$ cat src/include/dpm_pkg.sv
// Constants and types for the dual-port memory port controller.
// Assumes a 100 MHz core clock; all pin timings are counted in cycles.
package dpm_pkg;
	localparam int CLK_PERIOD_NS = 10;
	localparam int ADDR_W        = 15;
	localparam int LANE_W        = 9;
	localparam int LANES         = 4;
	localparam int DATA_W        = LANE_W * LANES;
	localparam int TOKEN_ADDR_W  = 3;
	// Mailbox words, 32K array; the 16K part uses 14'h3FFF / 14'h3FFE
	localparam logic [ADDR_W-1:0] MBOX_RIGHT_32K = 15'h7FFF;
	localparam logic [ADDR_W-1:0] MBOX_LEFT_32K  = 15'h7FFE;
	localparam logic [ADDR_W-1:0] MBOX_RIGHT_16K = 15'h3FFF;
	localparam logic [ADDR_W-1:0] MBOX_LEFT_16K  = 15'h3FFE;
	// Access, busy, flow-through, setup and recovery times, ns
	localparam int T_ACCESS_NS = 30;
	localparam int T_BUSY_NS   = 30;
	localparam int T_FLOW_NS   = 40;
	localparam int T_SETUP_NS  = 20;
	localparam int T_RECOV_NS  = 20;
	localparam int ACCESS_CYC = (T_ACCESS_NS + CLK_PERIOD_NS - 1) / CLK_PERIOD_NS;
	localparam int BUSY_CYC   = (T_BUSY_NS + CLK_PERIOD_NS - 1) / CLK_PERIOD_NS;
	localparam int FLOW_CYC   = (T_FLOW_NS + CLK_PERIOD_NS - 1) / CLK_PERIOD_NS;
	localparam int SETUP_CYC  = (T_SETUP_NS + CLK_PERIOD_NS - 1) / CLK_PERIOD_NS;
	localparam int RECOV_CYC  = (T_RECOV_NS + CLK_PERIOD_NS - 1) / CLK_PERIOD_NS;
	// Pin edge to settled value, worst case: an edge may miss the first flop
	localparam int SYNC_CYC   = 4;
	localparam int CNT_W      = 4;
	typedef enum logic [1:0] {
		DPM_RD_MEM,
		DPM_WR_MEM,
		DPM_RD_TOKEN,
		DPM_WR_TOKEN
	} dpm_op_t;
endpackage

$ cat src/include/dpm_sync_if.sv
// Carrier between the port controller and its pin synchroniser.
// Assumes a single clock; raw pins enter, settled levels leave.
`timescale 1ns/1ns
`default_nettype none
interface dpm_sync_if;
	logic                      busy_n_raw;
	logic                      int_n_raw;
	logic [dpm_pkg::DATA_W-1:0] data_raw;
	logic                      busy_n;
	logic                      int_n;
	logic [dpm_pkg::DATA_W-1:0] data;
	modport pins (output busy_n_raw, int_n_raw, data_raw,
		input busy_n, int_n, data);
	modport sync (input busy_n_raw, int_n_raw, data_raw,
		output busy_n, int_n, data);
endinterface
`default_nettype wire

$ cat src/hdl/dpm_port_ctrl.sv
// Host-side controller for one port of an asynchronous dual-port memory.
// Assumes the device sits on plain pins; one request at a time on req/ack.
// Behaviour
// (RQ1) Write framed by strobe, strobe rises first
// (RQ2) Write lanes chosen by low lane selects
// (RQ3) Read lanes chosen by low lane selects
// (RQ4) Read asserts select and output enable together
// (RQ5) Token read: token select, lanes all high
// (RQ6) Token access uses token select, port deselected
// (RQ7) Cross-port read waits flow-through delay
// (RQ8) Top word right mailbox, next left
// (RQ9) Writing opposite mailbox raises its interrupt
// (RQ10) Reading own mailbox clears own interrupt
// (RQ11) Reading opposite mailbox leaves interrupt alone
// (RQ12) Busy port cannot set opposite interrupt
// (RQ13) Busy port cannot clear own interrupt
// (RQ14) Contention grants one port, busy other
// (RQ15) Near-simultaneous contention still grants one
// (RQ16) Busy asserts fixed delay after contention
// (RQ17) Role high makes busy pins outputs
// (RQ18) Writes wait for settled busy input; only memory writes wait, token writes start without checking busy
// (RQ19) Four nine-bit lanes, select zero lowest
// (RQ20) Token write uses data bit zero only
// (RQ21) Selected needs low and high selects
// (RQ22) Busy held until winner leaves
// (RQ23) Never port and token select together
`timescale 1ns/1ns
`default_nettype none
module dpm_port_ctrl
	import dpm_pkg::*;
#(
	parameter int FLOW_WAIT = FLOW_CYC
)
(
	input  wire logic                  core_clk,
	input  wire logic                  nrst,
	input  wire logic                  req,
	input  wire dpm_pkg::dpm_op_t      req_op,
	input  wire logic [ADDR_W-1:0]     req_addr,
	input  wire logic [DATA_W-1:0]     req_wdata,
	input  wire logic [LANES-1:0]      req_lanes,
	input  wire logic                  req_cross,
	output logic                       ack,
	output logic [DATA_W-1:0]          rdata,
	output logic                       irq,
	output logic                       busy_seen,
	output logic [ADDR_W-1:0]          addr,
	output logic                       select_low_active,
	output logic                       select_high_active,
	output logic                       token_space_select_n,
	output logic [LANES-1:0]           lane_select_n,
	output logic                       wr_n,
	output logic                       oe_n,
	output logic [DATA_W-1:0]          dq_out,
	output logic                       dq_oe_n,
	input  wire logic [DATA_W-1:0]     dq_in,
	input  wire logic                  busy_n,
	input  wire logic                  int_n
);
	typedef enum {
		DPM_IDLE,
		DPM_SETUP,
		DPM_STROBE,
		DPM_RECOVER,
		DPM_DONE
	} dpm_state_t;

	dpm_sync_if sif ();
	dpm_sync u_sync (
		.core_clk (core_clk),
		.nrst     (nrst),
		.s        (sif.sync)
	);
	assign sif.busy_n_raw = busy_n;
	assign sif.int_n_raw  = int_n;
	assign sif.data_raw   = dq_in;

	dpm_state_t        state, next_state;
	logic [CNT_W-1:0]  cnt, next_cnt;
	dpm_op_t           op, next_op;
	logic              next_ack;
	logic [DATA_W-1:0] next_rdata;
	logic [ADDR_W-1:0] next_addr;
	logic              next_sel_lo, next_sel_hi, next_tok_n;
	logic [LANES-1:0]  next_lane_n;
	logic              next_wr_n, next_oe_n, next_dq_oe_n;
	logic [DATA_W-1:0] next_dq_out;
	logic              is_wr, is_tok;

	assign is_wr  = (op == DPM_WR_MEM) || (op == DPM_WR_TOKEN);
	assign is_tok = (op == DPM_RD_TOKEN) || (op == DPM_WR_TOKEN);

	always_comb begin
		next_state   = state;
		next_cnt     = cnt;
		next_op      = op;
		next_ack     = 1'b0;
		next_rdata   = rdata;
		next_addr    = addr;
		next_sel_lo  = select_low_active;
		next_sel_hi  = select_high_active;
		next_tok_n   = token_space_select_n;
		next_lane_n  = lane_select_n;
		next_wr_n    = wr_n;
		next_oe_n    = oe_n;
		next_dq_oe_n = dq_oe_n;
		next_dq_out  = dq_out;
		case (state)
		DPM_IDLE: begin
			if (req) begin
				next_op   = req_op;
				next_addr = req_addr;
				next_cnt  = CNT_W'(SETUP_CYC);
				if (req_op == DPM_RD_TOKEN || req_op == DPM_WR_TOKEN) begin
					// Port deselected, lanes high: never both selects
					next_tok_n  = 1'b0; // RQ6 RQ23
					next_lane_n = '1; // RQ5
					next_dq_out = {{(DATA_W-1){1'b0}}, req_wdata[0]}; // RQ20
				end else begin
					next_lane_n = req_lanes; // RQ19
					next_dq_out = req_wdata;
				end
				next_state = DPM_SETUP;
			end
		end
		DPM_SETUP: begin
			// Hold address stable; on memory writes let busy settle first
			if (cnt != '0)
				next_cnt = cnt - 1'b1;
			else if (!(req_op_wr(op) && !sif.busy_n)) begin // RQ18
				if (!is_tok) begin
					next_sel_lo = 1'b0; // RQ21
					next_sel_hi = 1'b1;
				end
				if (is_wr) begin
					next_wr_n    = 1'b0; // RQ2
					next_dq_oe_n = 1'b0;
					next_cnt     = CNT_W'(ACCESS_CYC);
				end else begin
					next_oe_n = 1'b0; // RQ3 RQ4
					// Synchroniser delay counted too, else rdata is stale
					next_cnt  = req_cross
						? CNT_W'(FLOW_WAIT + ACCESS_CYC + SYNC_CYC)
						: CNT_W'(ACCESS_CYC + SYNC_CYC); // RQ7
				end
				next_state = DPM_STROBE;
			end
		end
		DPM_STROBE: begin
			if (cnt != '0)
				next_cnt = cnt - 1'b1;
			else if (is_wr || sif.busy_n) begin // RQ14 RQ22
				// Strobe rises before select so it ends the write
				next_wr_n  = 1'b1; // RQ1
				next_oe_n  = 1'b1;
				next_rdata = sif.data;
				next_cnt   = CNT_W'(RECOV_CYC);
				next_state = DPM_RECOVER;
			end
		end
		DPM_RECOVER: begin
			next_sel_lo  = 1'b1;
			next_sel_hi  = 1'b0;
			next_tok_n   = 1'b1;
			next_dq_oe_n = 1'b1;
			if (cnt != '0)
				next_cnt = cnt - 1'b1;
			else begin
				next_ack   = 1'b1;
				next_state = DPM_DONE;
			end
		end
		DPM_DONE: begin
			next_lane_n = '1;
			next_state  = DPM_IDLE;
		end
		default: next_state = DPM_IDLE;
		endcase
	end

	function automatic logic req_op_wr(input dpm_op_t o);
		req_op_wr = (o == DPM_WR_MEM);
	endfunction

	always_ff @(posedge core_clk or negedge nrst) begin
		if (!nrst) begin
			state                <= DPM_IDLE;
			cnt                  <= '0;
			op                   <= DPM_RD_MEM;
			ack                  <= 1'b0;
			rdata                <= '0;
			addr                 <= '0;
			select_low_active    <= 1'b1;
			select_high_active   <= 1'b0;
			token_space_select_n <= 1'b1;
			lane_select_n        <= '1;
			wr_n                 <= 1'b1;
			oe_n                 <= 1'b1;
			dq_oe_n              <= 1'b1;
			dq_out               <= '0;
			irq                  <= 1'b0;
			busy_seen            <= 1'b0;
		end else begin
			state                <= next_state;
			cnt                  <= next_cnt;
			op                   <= next_op;
			ack                  <= next_ack;
			rdata                <= next_rdata;
			addr                 <= next_addr;
			select_low_active    <= next_sel_lo;
			select_high_active   <= next_sel_hi;
			token_space_select_n <= next_tok_n;
			lane_select_n        <= next_lane_n;
			wr_n                 <= next_wr_n;
			oe_n                 <= next_oe_n;
			dq_oe_n              <= next_dq_oe_n;
			dq_out               <= next_dq_out;
			irq                  <= !sif.int_n; // RQ9 RQ10
			busy_seen            <= !sif.busy_n; // RQ16
		end
	end
endmodule
`default_nettype wire

$ cat src/hdl/dpm_sync.sv
// Three-stage synchroniser for the device's asynchronous outputs.
// Assumes busy and interrupt pins are levels; data is read only after settle.
`timescale 1ns/1ns
`default_nettype none
module dpm_sync
	import dpm_pkg::*;
(
	input  wire logic core_clk,
	input  wire logic nrst,
	dpm_sync_if.sync  s
);
	localparam int W = DATA_W + 2;
	logic [W-1:0] st1;
	logic [W-1:0] st2;
	logic [W-1:0] st3;
	logic [W-1:0] held;
	logic [W-1:0] next_held;

	// A change counts once stages two and three agree
	always_comb begin
		next_held = held;
		for (int i = 0; i < W; i++) begin
			if (st2[i] == st3[i])
				next_held[i] = st3[i];
		end
	end

	always_ff @(posedge core_clk or negedge nrst) begin
		if (!nrst) begin
			st1  <= '1;
			st2  <= '1;
			st3  <= '1;
			held <= '1;
		end else begin
			st1  <= {s.busy_n_raw, s.int_n_raw, s.data_raw};
			st2  <= st1;
			st3  <= st2;
			held <= next_held;
		end
	end

	assign s.busy_n = held[W-1];
	assign s.int_n  = held[W-2];
	assign s.data   = held[DATA_W-1:0];
endmodule
`default_nettype wire

$ cat config.mk
export PLATFORM = sky130hd
export DESIGN_NAME = dpm_port_ctrl
export DESIGN_NICKNAME = d
export VERILOG_FILES = /design/src/include/dpm_pkg.sv /design/src/include/dpm_sync_if.sv /design/src/hdl/dpm_port_ctrl.sv /design/src/hdl/dpm_sync.sv
export SDC_FILE = /design/constraint.sdc
export NUM_CORES = 1
export LEC_CHECK = 0
export ABC_AREA = 1
export BUFFER_PORTS_ARGS = -buffer_cell sky130_fd_sc_hd__buf_2
export CAP_MARGIN = 20
export CORE_MARGIN = 3
export CORE_UTILIZATION = 40
export DETAILED_ROUTE_END_ITERATION = 8
export PLACE_DENSITY = 0.62
export SYNTH_ARGS = -nofsm -noshare
export SYNTH_HDL_FRONTEND = slang
export SYNTH_SLANG_ARGS = --single-unit
$ cat constraint.sdc
create_clock -name core_clk -period 1.6 [get_ports core_clk]
set_input_delay 0.16 -clock core_clk [delete_from_list [all_inputs] [get_ports core_clk]]
set_output_delay 0.16 -clock core_clk [all_outputs]
set_load 0.02 [all_outputs]
==> results.toml, run 1 <==
[placed_design]
post_dp_cell_area_um2 = 10500
placed_cells = 1192
dp_slack_ns = 0.00250
port-buffer-count = 198
gp_congestion = 0.858
dp_hpwl_um = 12100

[timing]
fin_setup_tns_ns = 0
timing.slew.headroom_pct = 75.1
worstMarginPinSlew_ns = 0.373
rsz0062_at_grt = "yes"
layout_min_cycle_time_ns = 1.60
hold_viol = 0
hold_ws_ns = 0.122
setup_violations = 0
fin_crit_sh_pct = 99.7
timing.final.ws_setup_ns = 0.00411
slew_viol_final = 0
fmax_mhz = 627
fin_skew_ns = 0.00973

[yosys]
synth_seq_cells = 261
synth_top_area_share_pct = 46.9
synth_cell_types = 24
syn_inst = 714
synth.avg_cell_area_um2 = 12.6
synth_area_leaders = "dfstp_2 (47%), dfrtp_1 (28%), nand2_1 (8.8%), maj3_1 (4.2%), o21ai_2 (2.7%)"
synth_area_um2 = 9010
synth.largest_area_cell = "dfstp_2"
synthesis.nets = 815
seq_area_frac_synth_pct = 74.7
yosys_warnings = 0

[cts]
cts_root_buffer = "clkbuf_16"
clk_latency_ns = 0.52
path_clk_slew_ns = 0.06
cts.sinks = 261
cts_tree = "done"
clk_path_buf_depth = 3
cts_made_buffers = 27
htree_num_levels = 1

[floorplanning]
num_io_pins = 199
core_area_um2 = 22000
die_w_um = 156
die-area_um2 = 24400
rows = 54
start_util_pct = 41.0
die_y_um = 156

[final_layout]
num-nets-final = 1158
drive_gt1_share_pct = 47.3
syn_to_final_growth_pct = 41.6
stdcell_count = 1359
fin_area_um2 = 12800
final_util_pct = 58.1

[routing]
drt_pass1_iterations = 4
wirelength_um = 20100
drc_errors = 0
drt-initial-drc-count = 234
routed_via_density = 4.51
wl_per_cell_um = 14.8
vias = 6130
ant_nets = 0

[critical_path]
setup.worst_path.class = "flip-flop to flip-flop"
cp-end-kind = "flip-flop"
cp.arrival_ns = 2.01
required_ns = 2.01
crit_path_start_kind = "flip-flop"
critPathMaxFanout = 10

[job]
maxCapViolCount = 0

[global_routing]
grt_pass1_vias = 6321
grt_pass1_wl_um = 32200
grt-ovfl-total = 0
grt_max_degree = 74
antenna_found_initial = 1
track_usage_pct = 16.2

[pwr]
power_density_nw_per_um2 = 1710
ir_drop_uv = 1030
p_leak_nw = 6.15
power_mw = 21.9

[hold_path]
hold_class = "input port to asynchronous set/reset pin"

[status]
status = "complete, no violations"
-- cell usage after synthesis (all sizes together) --
master	n
buf	14
maj3	38
nand2	213
o21ai	80
clkinv	2
xor2	1
inv	54
ha	2
clkbuf	9
nor2	13
dfstp	161
nor3b	1
dfrtp	100
nand4	2
nand3b	1
or2	1
nand3	19
a21oi	3
-- critical path: stages, from the launching register on --
cell and delay [ns]:
dfrtp_2 0.43, inv_1 0.08, nand2_2 0.07, nor2_4 0.14, nand2_4 0.06, or2_4 0.26, buf_12 0.16, buf_12 0.14
nand2_1 0.07, o21ai_2 0.05
-- flip-flops by register name, summed over array words and instances (netlist names), 2 cells and up --
signal and cells:
u_sync.held 38, u_sync.st1 38, u_sync.st2 38, u_sync.st3 38
dq_out 36, rdata 36, addr 15, cnt 4
lane_select_n 4, state 3, op 2
-- kinds of logic (layout without fill, tap and decap cells) --
| family | after synthesis | count (layout) | share of synthesized area, % |
|---|---|---|---|
| flip-flops | 261 | 261 | 74.7 |
| AO/OA/AOI/OAI | 83 | 83 | 5.78 |
| XOR/XNOR | 1 | 1 | 0.0972 |
| other | 0 | 1 | 0 |
| buffers and inverters | 79 | 443 | 3.98 |
| AND/OR/NAND/NOR | 250 | 250 | 10.9 |
| adder cells (fa/ha/maj) | 40 | 40 | 4.50 |
-- path summary, 6_finish.rpt --
path | start | endpoint | slack [ns] | cells past startpoint
worst max register to register | state[0] | rdata[31] | 0.004 | 9
worst min register to register | u_sync.st1[34] | u_sync.st2[34] | 0.35 | 0
worst max-delay path | state[0] | rdata[31] | 0.004 | 9
min in group core_clk | req | cnt[3] | 0.20 | 6
max in group asynchronous | nrst | u_sync.st3[22] | 0.75 | 3
worst min-delay path | nrst | rdata[7] | 0.12 | 2
-- routing by layer --
metal  track usage (%)  wire length [um]
met5                 0                 0
met4              4.71               491
met3              4.88              1530
met2              24.9              9010
met1              22.5              9090
-- power breakdown --
part | internal, mW | switching [mW] | total (mW)
clock | 3.55 | 2.52 | 6.06
combinational | 2.63 | 4.01 | 6.64
sequential | 8.30 | 0.849 | 9.15
total | 14.5 | 7.38 | 21.9
-- final cells by class --
cell class              instances  area (um^2)
diodes                          1         2.50
clock buffers                  41          818
clock inverters                 9         62.6
fillers                      1740         9200
inverters                      56          215
multi-input cells             374         2030
flip-flops and latches        261         6730
well taps                     280          350
repair buffers                337         2550
-- repair_timing --
action,4_1_cts,5_1_grt
endpoints found under the setup margin,10,41
resized for setup,9,38
gates cloned,3,5
hold endpoints to repair,223,0
buffers inserted,8,3
pin swaps,2,3
hold buffers,97,0
-- cells in the final DEF, fill, tap and decap left out, drive strengths merged --
master / count
clkinvlp: 1
or2: 1
dfstp: 161
xor2: 1
nand2: 213
nand3b: 1
ha: 2
nand3: 19
dlygate4sd3: 97
clkbuf: 45
nand4: 2
a21oi: 3
buf: 236
nor2: 13
dfrtp: 100
diode: 1
maj3: 38
o21ai: 80
clkinv: 6
nor3b: 1
inv: 58
Power figures use the tool's default switching activity.
==> run 2: changes to the inputs <==
ABC_AREA = unset   (was 1)
==> run 2 against run 1 <==
Effect of this change: register-to-register slack worse by 0.13 ns; non-clock buffer count is 3 lower; the flow now finishes with violations (negative setup slack); clock skew rose by 0.011 ns; critical path depth shrank 2; via count fell by 6.4%; critical endpoint is now rdata[34]; clock power up 10%.
==> results.toml, run 2 <==
[status]
failed_checks = "negative setup slack"
status = "complete, but fails checks"

[yosys]
synth_flop_cell = "dfstp_2"
synth_cell_types = 43
yosys_warnings = 0
synth_top_area_share_pct = 47.1
muxShareOfSynthArea_pct = 5.50
synth-compound-area-share_pct = 3.93
synth_area_um2 = 8980
synth.avg_cell_area_um2 = 14.7
synthSimpleGateAreaFrac_pct = 9.51
syn_inst = 610
synthesis.nets = 711
yosysMostFrequentCell = "dfstp_2"
synth_area_leaders = "dfstp_2 (47%), dfrtp_1 (28%), maj3_1 (4.2%), nand2_1 (4.1%), mux2_4 (3.0%)"
synth_top_family_by_area = "simple AND/OR/NAND/NOR gates"
synth-edff-count = 0
synthTopCellsByCount = "dfstp_2 (161), dfrtp_1 (100), nand2_1 (99)"
synth-xor-area-share_pct = 0
synth.largest_area_cell = "dfstp_2"
seq_area_frac_synth_pct = 74.9
synth-async-reset-ratio_pct = 100
synthAdderAreaFrac_pct = 4.51
synth_seq_cells = 261

[global_routing]
use_met1_pct = 21.1
grt.busiest_layer = "met2"
track_usage_pct = 16.0
grtUsageMet2_pct = 26.1
grt_pass1_vias = 6177
antenna_found_initial = 0
use_met3_pct = 4.47
grt_pass1_wl_um = 31800
grt-ovfl-total = 0
grt_max_degree = 92

[final_layout]
stdcell_count = 1253
antennaDiodeCount = 0
syn_to_final_growth_pct = 40.6
layout_common_cells = "buf_2 (197), dfstp_2 (161), dfrtp_1 (100)"
num-nets-final = 1052
drive_gt1_share_pct = 51.6
mostFrequentLayoutCell = "buf_2"

[pwr]
power_density_nw_per_um2 = 1720
power_mw = 21.7
p_leak_nw = 5.93
ir_drop_uv = 825

[placed_design]
dp_hpwl_um = 12000
dp_slack_ns = -0.125
gp_congestion = 0.788
port-buffer-count = 198
placed_cells = 1102

[cts]
cts.sinks = 261
cts_made_buffers = 28
cts_tree = "done"
clk_path_buf_depth = 3
path_clk_slew_ns = 0.06
htree_num_levels = 1
cts_root_buffer = "clkbuf_16"
clk_latency_ns = 0.54

[critical_path]
crit_path_start_kind = "flip-flop"
setup.worst_path.class = "flip-flop to flip-flop"
critPathMaxFanout = 23
crit_slowest_cell = "dfrtp_1"
cp.arrival_ns = 2.14
worstPathCellList = "inv_2, ha_4, nor3b_4, o21ai_1, nand3b_4, buf_12, mux2_4"
required_ns = 2.01
cp_slowest_stage_delay_ns = 0.39
reg2reg_slack_ns = -0.13
cp-end-kind = "flip-flop"
reg2reg_depth = 7

[floorplanning]
die_w_um = 156
core_area_um2 = 22000
start_util_pct = 40.9
rows = 54
num_io_pins = 199
die-area_um2 = 24300
die_y_um = 156

[routing]
drc_errors = 0
ant_nets = 0
drt-initial-drc-count = 174
routed_via_density = 4.58
wl_per_cell_um = 15.3
wirelength_um = 19200
drt_pass1_iterations = 4
vias = 5740

[timing]
worstMarginPinSlew_ns = 0.439
rsz0062_at_grt = "yes"
timing.slew.headroom_pct = 70.8
fmax_mhz = 579
layout_min_cycle_time_ns = 1.73
slew_viol_final = 0
setup_violations = 39
fin_crit_sh_pct = 108
hold_viol = 0
timing.final.ws_setup_ns = -0.128
fin_skew_ns = 0.0212

[hold_path]
hold_class = "input port to flip-flop"
hold_path_depth = 4

[job]
maxCapViolCount = 0
==> run 2: cell types whose count changed in the layout (fill, tap and decap cells not counted), moves of 9 or more <==
cell	before	now
o21ai_2	28	1
mux2_2	0	18
nand3_1	18	2
inv_1	52	7
buf_4	23	32
nand2b_1	0	36
nand2_1	187	98
mux2_4	0	19
nand2_2	22	1
==> run 2: repair_timing <==
action | CTS | global route
hold buffers | 96 | 0
endpoints found under the setup margin | 38 | 54
endpoints found under the hold margin | 224 | 0
pin swaps | 4 | 2
gates resized for setup | 3 | 5
setup buffers | 2 | 1
==> run 2: stage by stage <==
step / hold slack (ns) / TNS [ns] / cell area, um^2 / util, %
6_report: 0.0283 / -3.85 / 12600 / 57.5
5_1_grt: 0.0469 / -6.49 / 12600 / 57.5
4_1_cts: 0.00796 / -3.93 / 12600 / 57.4
3_5_place_dp: 0.118 / -3.64 / 10600 / 48.4
3_3_place_gp: 0.116 / -2.84 / 10600 / 48.4
2_1_floorplan: -0.136 / -2.97 / 9010 / -
==> run 2: worst paths after layout <==
kind / from / to
setup / recovery: cnt[1] / rdata[34]
min in group asynchronous: nrst / rdata[18]
hold reg to reg: u_sync.st1[17] / u_sync.st2[17]
setup reg to reg: cnt[1] / rdata[34]
hold / removal: req / state[0]
max in group asynchronous: nrst / u_sync.st2[6]
==> run 2: cell type report <==
cell class	instances	area, um^2
multi-input combinational	317	2170
tap	280	350
inverter	9	33.8
sequential	261	6730
clock buffer	36	771
fill	1738	9330
clock inverter	16	208
timing repair buffer	334	2360
==> run 2: critical path, delay by kind of cell (launching register included) <==
family / cells / cell delay (ns)
DFF: 1 / 0.39
muxes: 1 / 0.30
buffers and inverters: 2 / 0.28
adders and majority gates: 1 / 0.14
and+or+nand+nor: 2 / 0.38
AOI/OAI and AO/OA: 1 / 0.10
==> run 2: cell families (layout without fill, tap and decap cells) <==
kind of cell	after synthesis	after routing
adders and majority gates	40	40
and+or+nand+nor	177	177
DFF	261	261
muxes	38	38
buffers and inverters	32	395
AOI/OAI and AO/OA	62	62
==> run 2: power by group <==
part | internal, mW | switching [mW] | total, mW
Combinational | 2.48 | 3.34 | 5.82
Sequential | 8.32 | 0.868 | 9.18
Clock | 4.07 | 2.61 | 6.69
==> run 2: per-layer routing <==
| metal | vias up | share of wire (%) |
|---|---|---|
| li1 | 2697 | - |
| met1 | 2815 | 44 |
| met2 | 196 | 46 |
| met3 | 32 | 7.5 |
| met4 | 0 | 2.2 |
| met5 | - | 0 |
==> run 3: changes to the inputs <==
SKIP_CTS_REPAIR_TIMING = 1   (was unset)
SYNTH_HIERARCHICAL = 1   (was unset)
==> run 3 against run 2 <==
Effect of this change: the flow still finishes with violations (negative setup slack); sequential cell count stayed put; final cell count about the same; power decreased by 2.5%; worst setup slack worse by 0.46 ns; register-to-register slack lost 0.46 ns; fmax shrank 21%; clock skew down 0.014 ns; synthesized area decreased by 0.36%; first-iteration DRC count is 17% lower; via count increased by 1.1%; largest power group unchanged.
==> results.toml, run 3 <==
[pwr]
p_int_mw = 14.5
p_sw_share_pct = 31.3
combPwrFrac_pct = 28.6
power_density_nw_per_um2 = 1660
switchingPower_mw = 6.62
ir_drop_uv = 965
p_leak_nw = 5.90
pwr-share-clk_pct = 28.8
p_seq_share_pct = 42.6

[status]
status = "complete, but fails checks"
failed_checks = "negative setup slack"

[floorplanning]
num_io_pins = 199
start_util_pct = 40.9
die_w_um = 156
die-area_um2 = 24200
core_area_um2 = 21900
die_y_um = 156
rows = 54

[placed_design]
dp_slack_ns = -0.596
gp_congestion = 0.768
dp_hpwl_um = 12000
port-buffer-count = 198

[yosys]
synth_seq_cells = 261
synth-edff-count = 0
synth_area_um2 = 8950
yosys_warnings = 6
yosysMostFrequentCell = "dfstp_2"
synth_area_leaders = "dfstp_2 (47%), dfrtp_1 (28%), maj3_2 (4.8%), nand2_1 (3.9%), o21ai_0 (2.7%)"
synth.avg_cell_area_um2 = 14.7
synth_cell_types = 39
synthTopCellsByCount = "dfstp_2 (161), dfrtp_1 (100), nand2_1 (94)"
syn_inst = 607
synth-async-reset-ratio_pct = 100
synth.largest_area_cell = "dfstp_2"
synth_flop_cell = "dfstp_2"
seq_area_frac_synth_pct = 75.2
synth_top_area_share_pct = 47.3
synthesis.nets = 708

[cts]
cts.sinks = 261
clk_path_buf_depth = 3
clk_latency_ns = 0.51
htree_num_levels = 1
cts_tree = "done"
cts_made_buffers = 27
cts_root_buffer = "clkbuf_16"
path_clk_slew_ns = 0.06

[final_layout]
mostFrequentLayoutCell = "buf_2"
fill_cells = 1745
syn_to_final_growth_pct = 42.4
final_util_pct = 58.2
num-nets-final = 1056
layout_common_cells = "buf_2 (197), dfstp_2 (161), dfrtp_1 (99)"
antennaDiodeCount = 0
drive_gt1_share_pct = 54.7

[job]
maxCapViolCount = 0

[critical_path]
crit_path_start_kind = "flip-flop"
required_ns = 2.00
cpLargestDelayFamily = "simple AND/OR/NAND/NOR gates"
setup.worst_path.class = "flip-flop to flip-flop"
crit_slowest_cell = "or4b_4"
reg2reg_depth = 7
critPathMaxFanout = 11
cp.arrival_ns = 2.59
cp-end-kind = "flip-flop"
cp.depth = 7
cp_slowest_stage_delay_ns = 0.48
path_buf_inv = 3
worstPathCellList = "inv_2, ha_4, or4b_4, nor4_4, buf_6, buf_12, mux2_2"

[timing]
timing.slew.headroom_pct = 65.9
fin_skew_ns = 0.00772
fin_setup_tns_ns = -23.38
slew_viol_final = 0
hold_viol = 0
hold_ws_ns = 0.104
rsz0062_at_grt = "yes"
fin_crit_sh_pct = 137
timing.final.ws_setup_ns = -0.593
setup_violations = 44
layout_min_cycle_time_ns = 2.19
fmax_mhz = 456
worstMarginPinSlew_ns = 0.512

[routing]
drt_pass1_iterations = 4
drt-initial-drc-count = 145
vias = 5802
drc_errors = 0
ant_nets = 0
wl_per_cell_um = 15.5
routed_via_density = 4.63
wirelength_um = 19500

[hold_path]
hold_class = "input port to flip-flop"
hold_path_depth = 3

[global_routing]
grt_pass1_wl_um = 28500
track_usage_pct = 14.2
grt_pass1_vias = 5500
antenna_found_initial = 0
grt_max_degree = 93
grt-ovfl-total = 0
[run 3: final cells by class]
type / instances / area, um^2 / area share [%]
multi-input combinational: 314 / 2240 / 17.5
clock inverter: 9 / 101 / 0.795
tap: 280 / 350 / 2.75
timing repair buffer: 344 / 2520 / 19.8
clock buffer: 39 / 781 / 6.13
sequential: 261 / 6730 / 52.8
inverter: 7 / 26.3 / 0.206
[run 3: worst paths after layout]
check                           slack (ns)           start        endpoint
worst max-delay path                 -0.59          cnt[0]       rdata[20]
worst min-delay path                  0.10       req_op[1]           op[1]
worst max register to register       -0.59          cnt[0]       rdata[20]
worst min register to register        0.35  u_sync/st1[18]  u_sync/st2[18]
max in group asynchronous             0.78            nrst   u_sync/st1[2]
min in group asynchronous             0.20            nrst       rdata[23]
[run 3: per-layer routing]
metal / vias up / wire (um) / track usage [%]
met3: 40 / 1230 / 4.63
met4: 0 / 484 / 3.04
li1: 2714 / - / -
met1: 2879 / 8440 / 19.8
met5: - / 0 / 0
met2: 169 / 9300 / 22.0
[run 3: kinds of logic after synthesis]
| logic type | after synthesis | synth area share [%] |
|---|---|---|
| AO/OA/AOI/OAI | 67 | 4.19 |
| XOR/XNOR | 1 | 0.0979 |
| adder cells (fa/ha/maj) | 40 | 5.06 |
| buffers and inverters | 32 | 1.64 |
| flip-flops | 261 | 75.2 |
| multiplexers | 38 | 4.77 |
| AND/OR/NAND/NOR | 168 | 9.04 |
[run 3: through the flow]
stage          cells  area, um^2  total power, mW
6_report        1254       12700             21.1
5_1_grt         1254       12700             22.4
4_1_cts         1145       11500             20.7
3_5_place_dp    1097       10600             14.4
3_3_place_gp    1097       10600             14.3
2_1_floorplan    607        8960             12.1
[run 3: power by group through the flow]
stage               combinational, mW  clock, mW  sequential [mW]
detailed placement               5.37          0             9.07
global placement                 5.26          0             9.04
finish                           6.05       6.09             9.01
global route                     6.59       6.57             9.20
floorplan                        1.81          0             10.3
CTS                              5.38       6.32             9.00
[run 3: tightest hold or removal path: stages]
cell     delay [ns]
buf_2          0.22
nand2_1        0.14
nand2_1        0.05
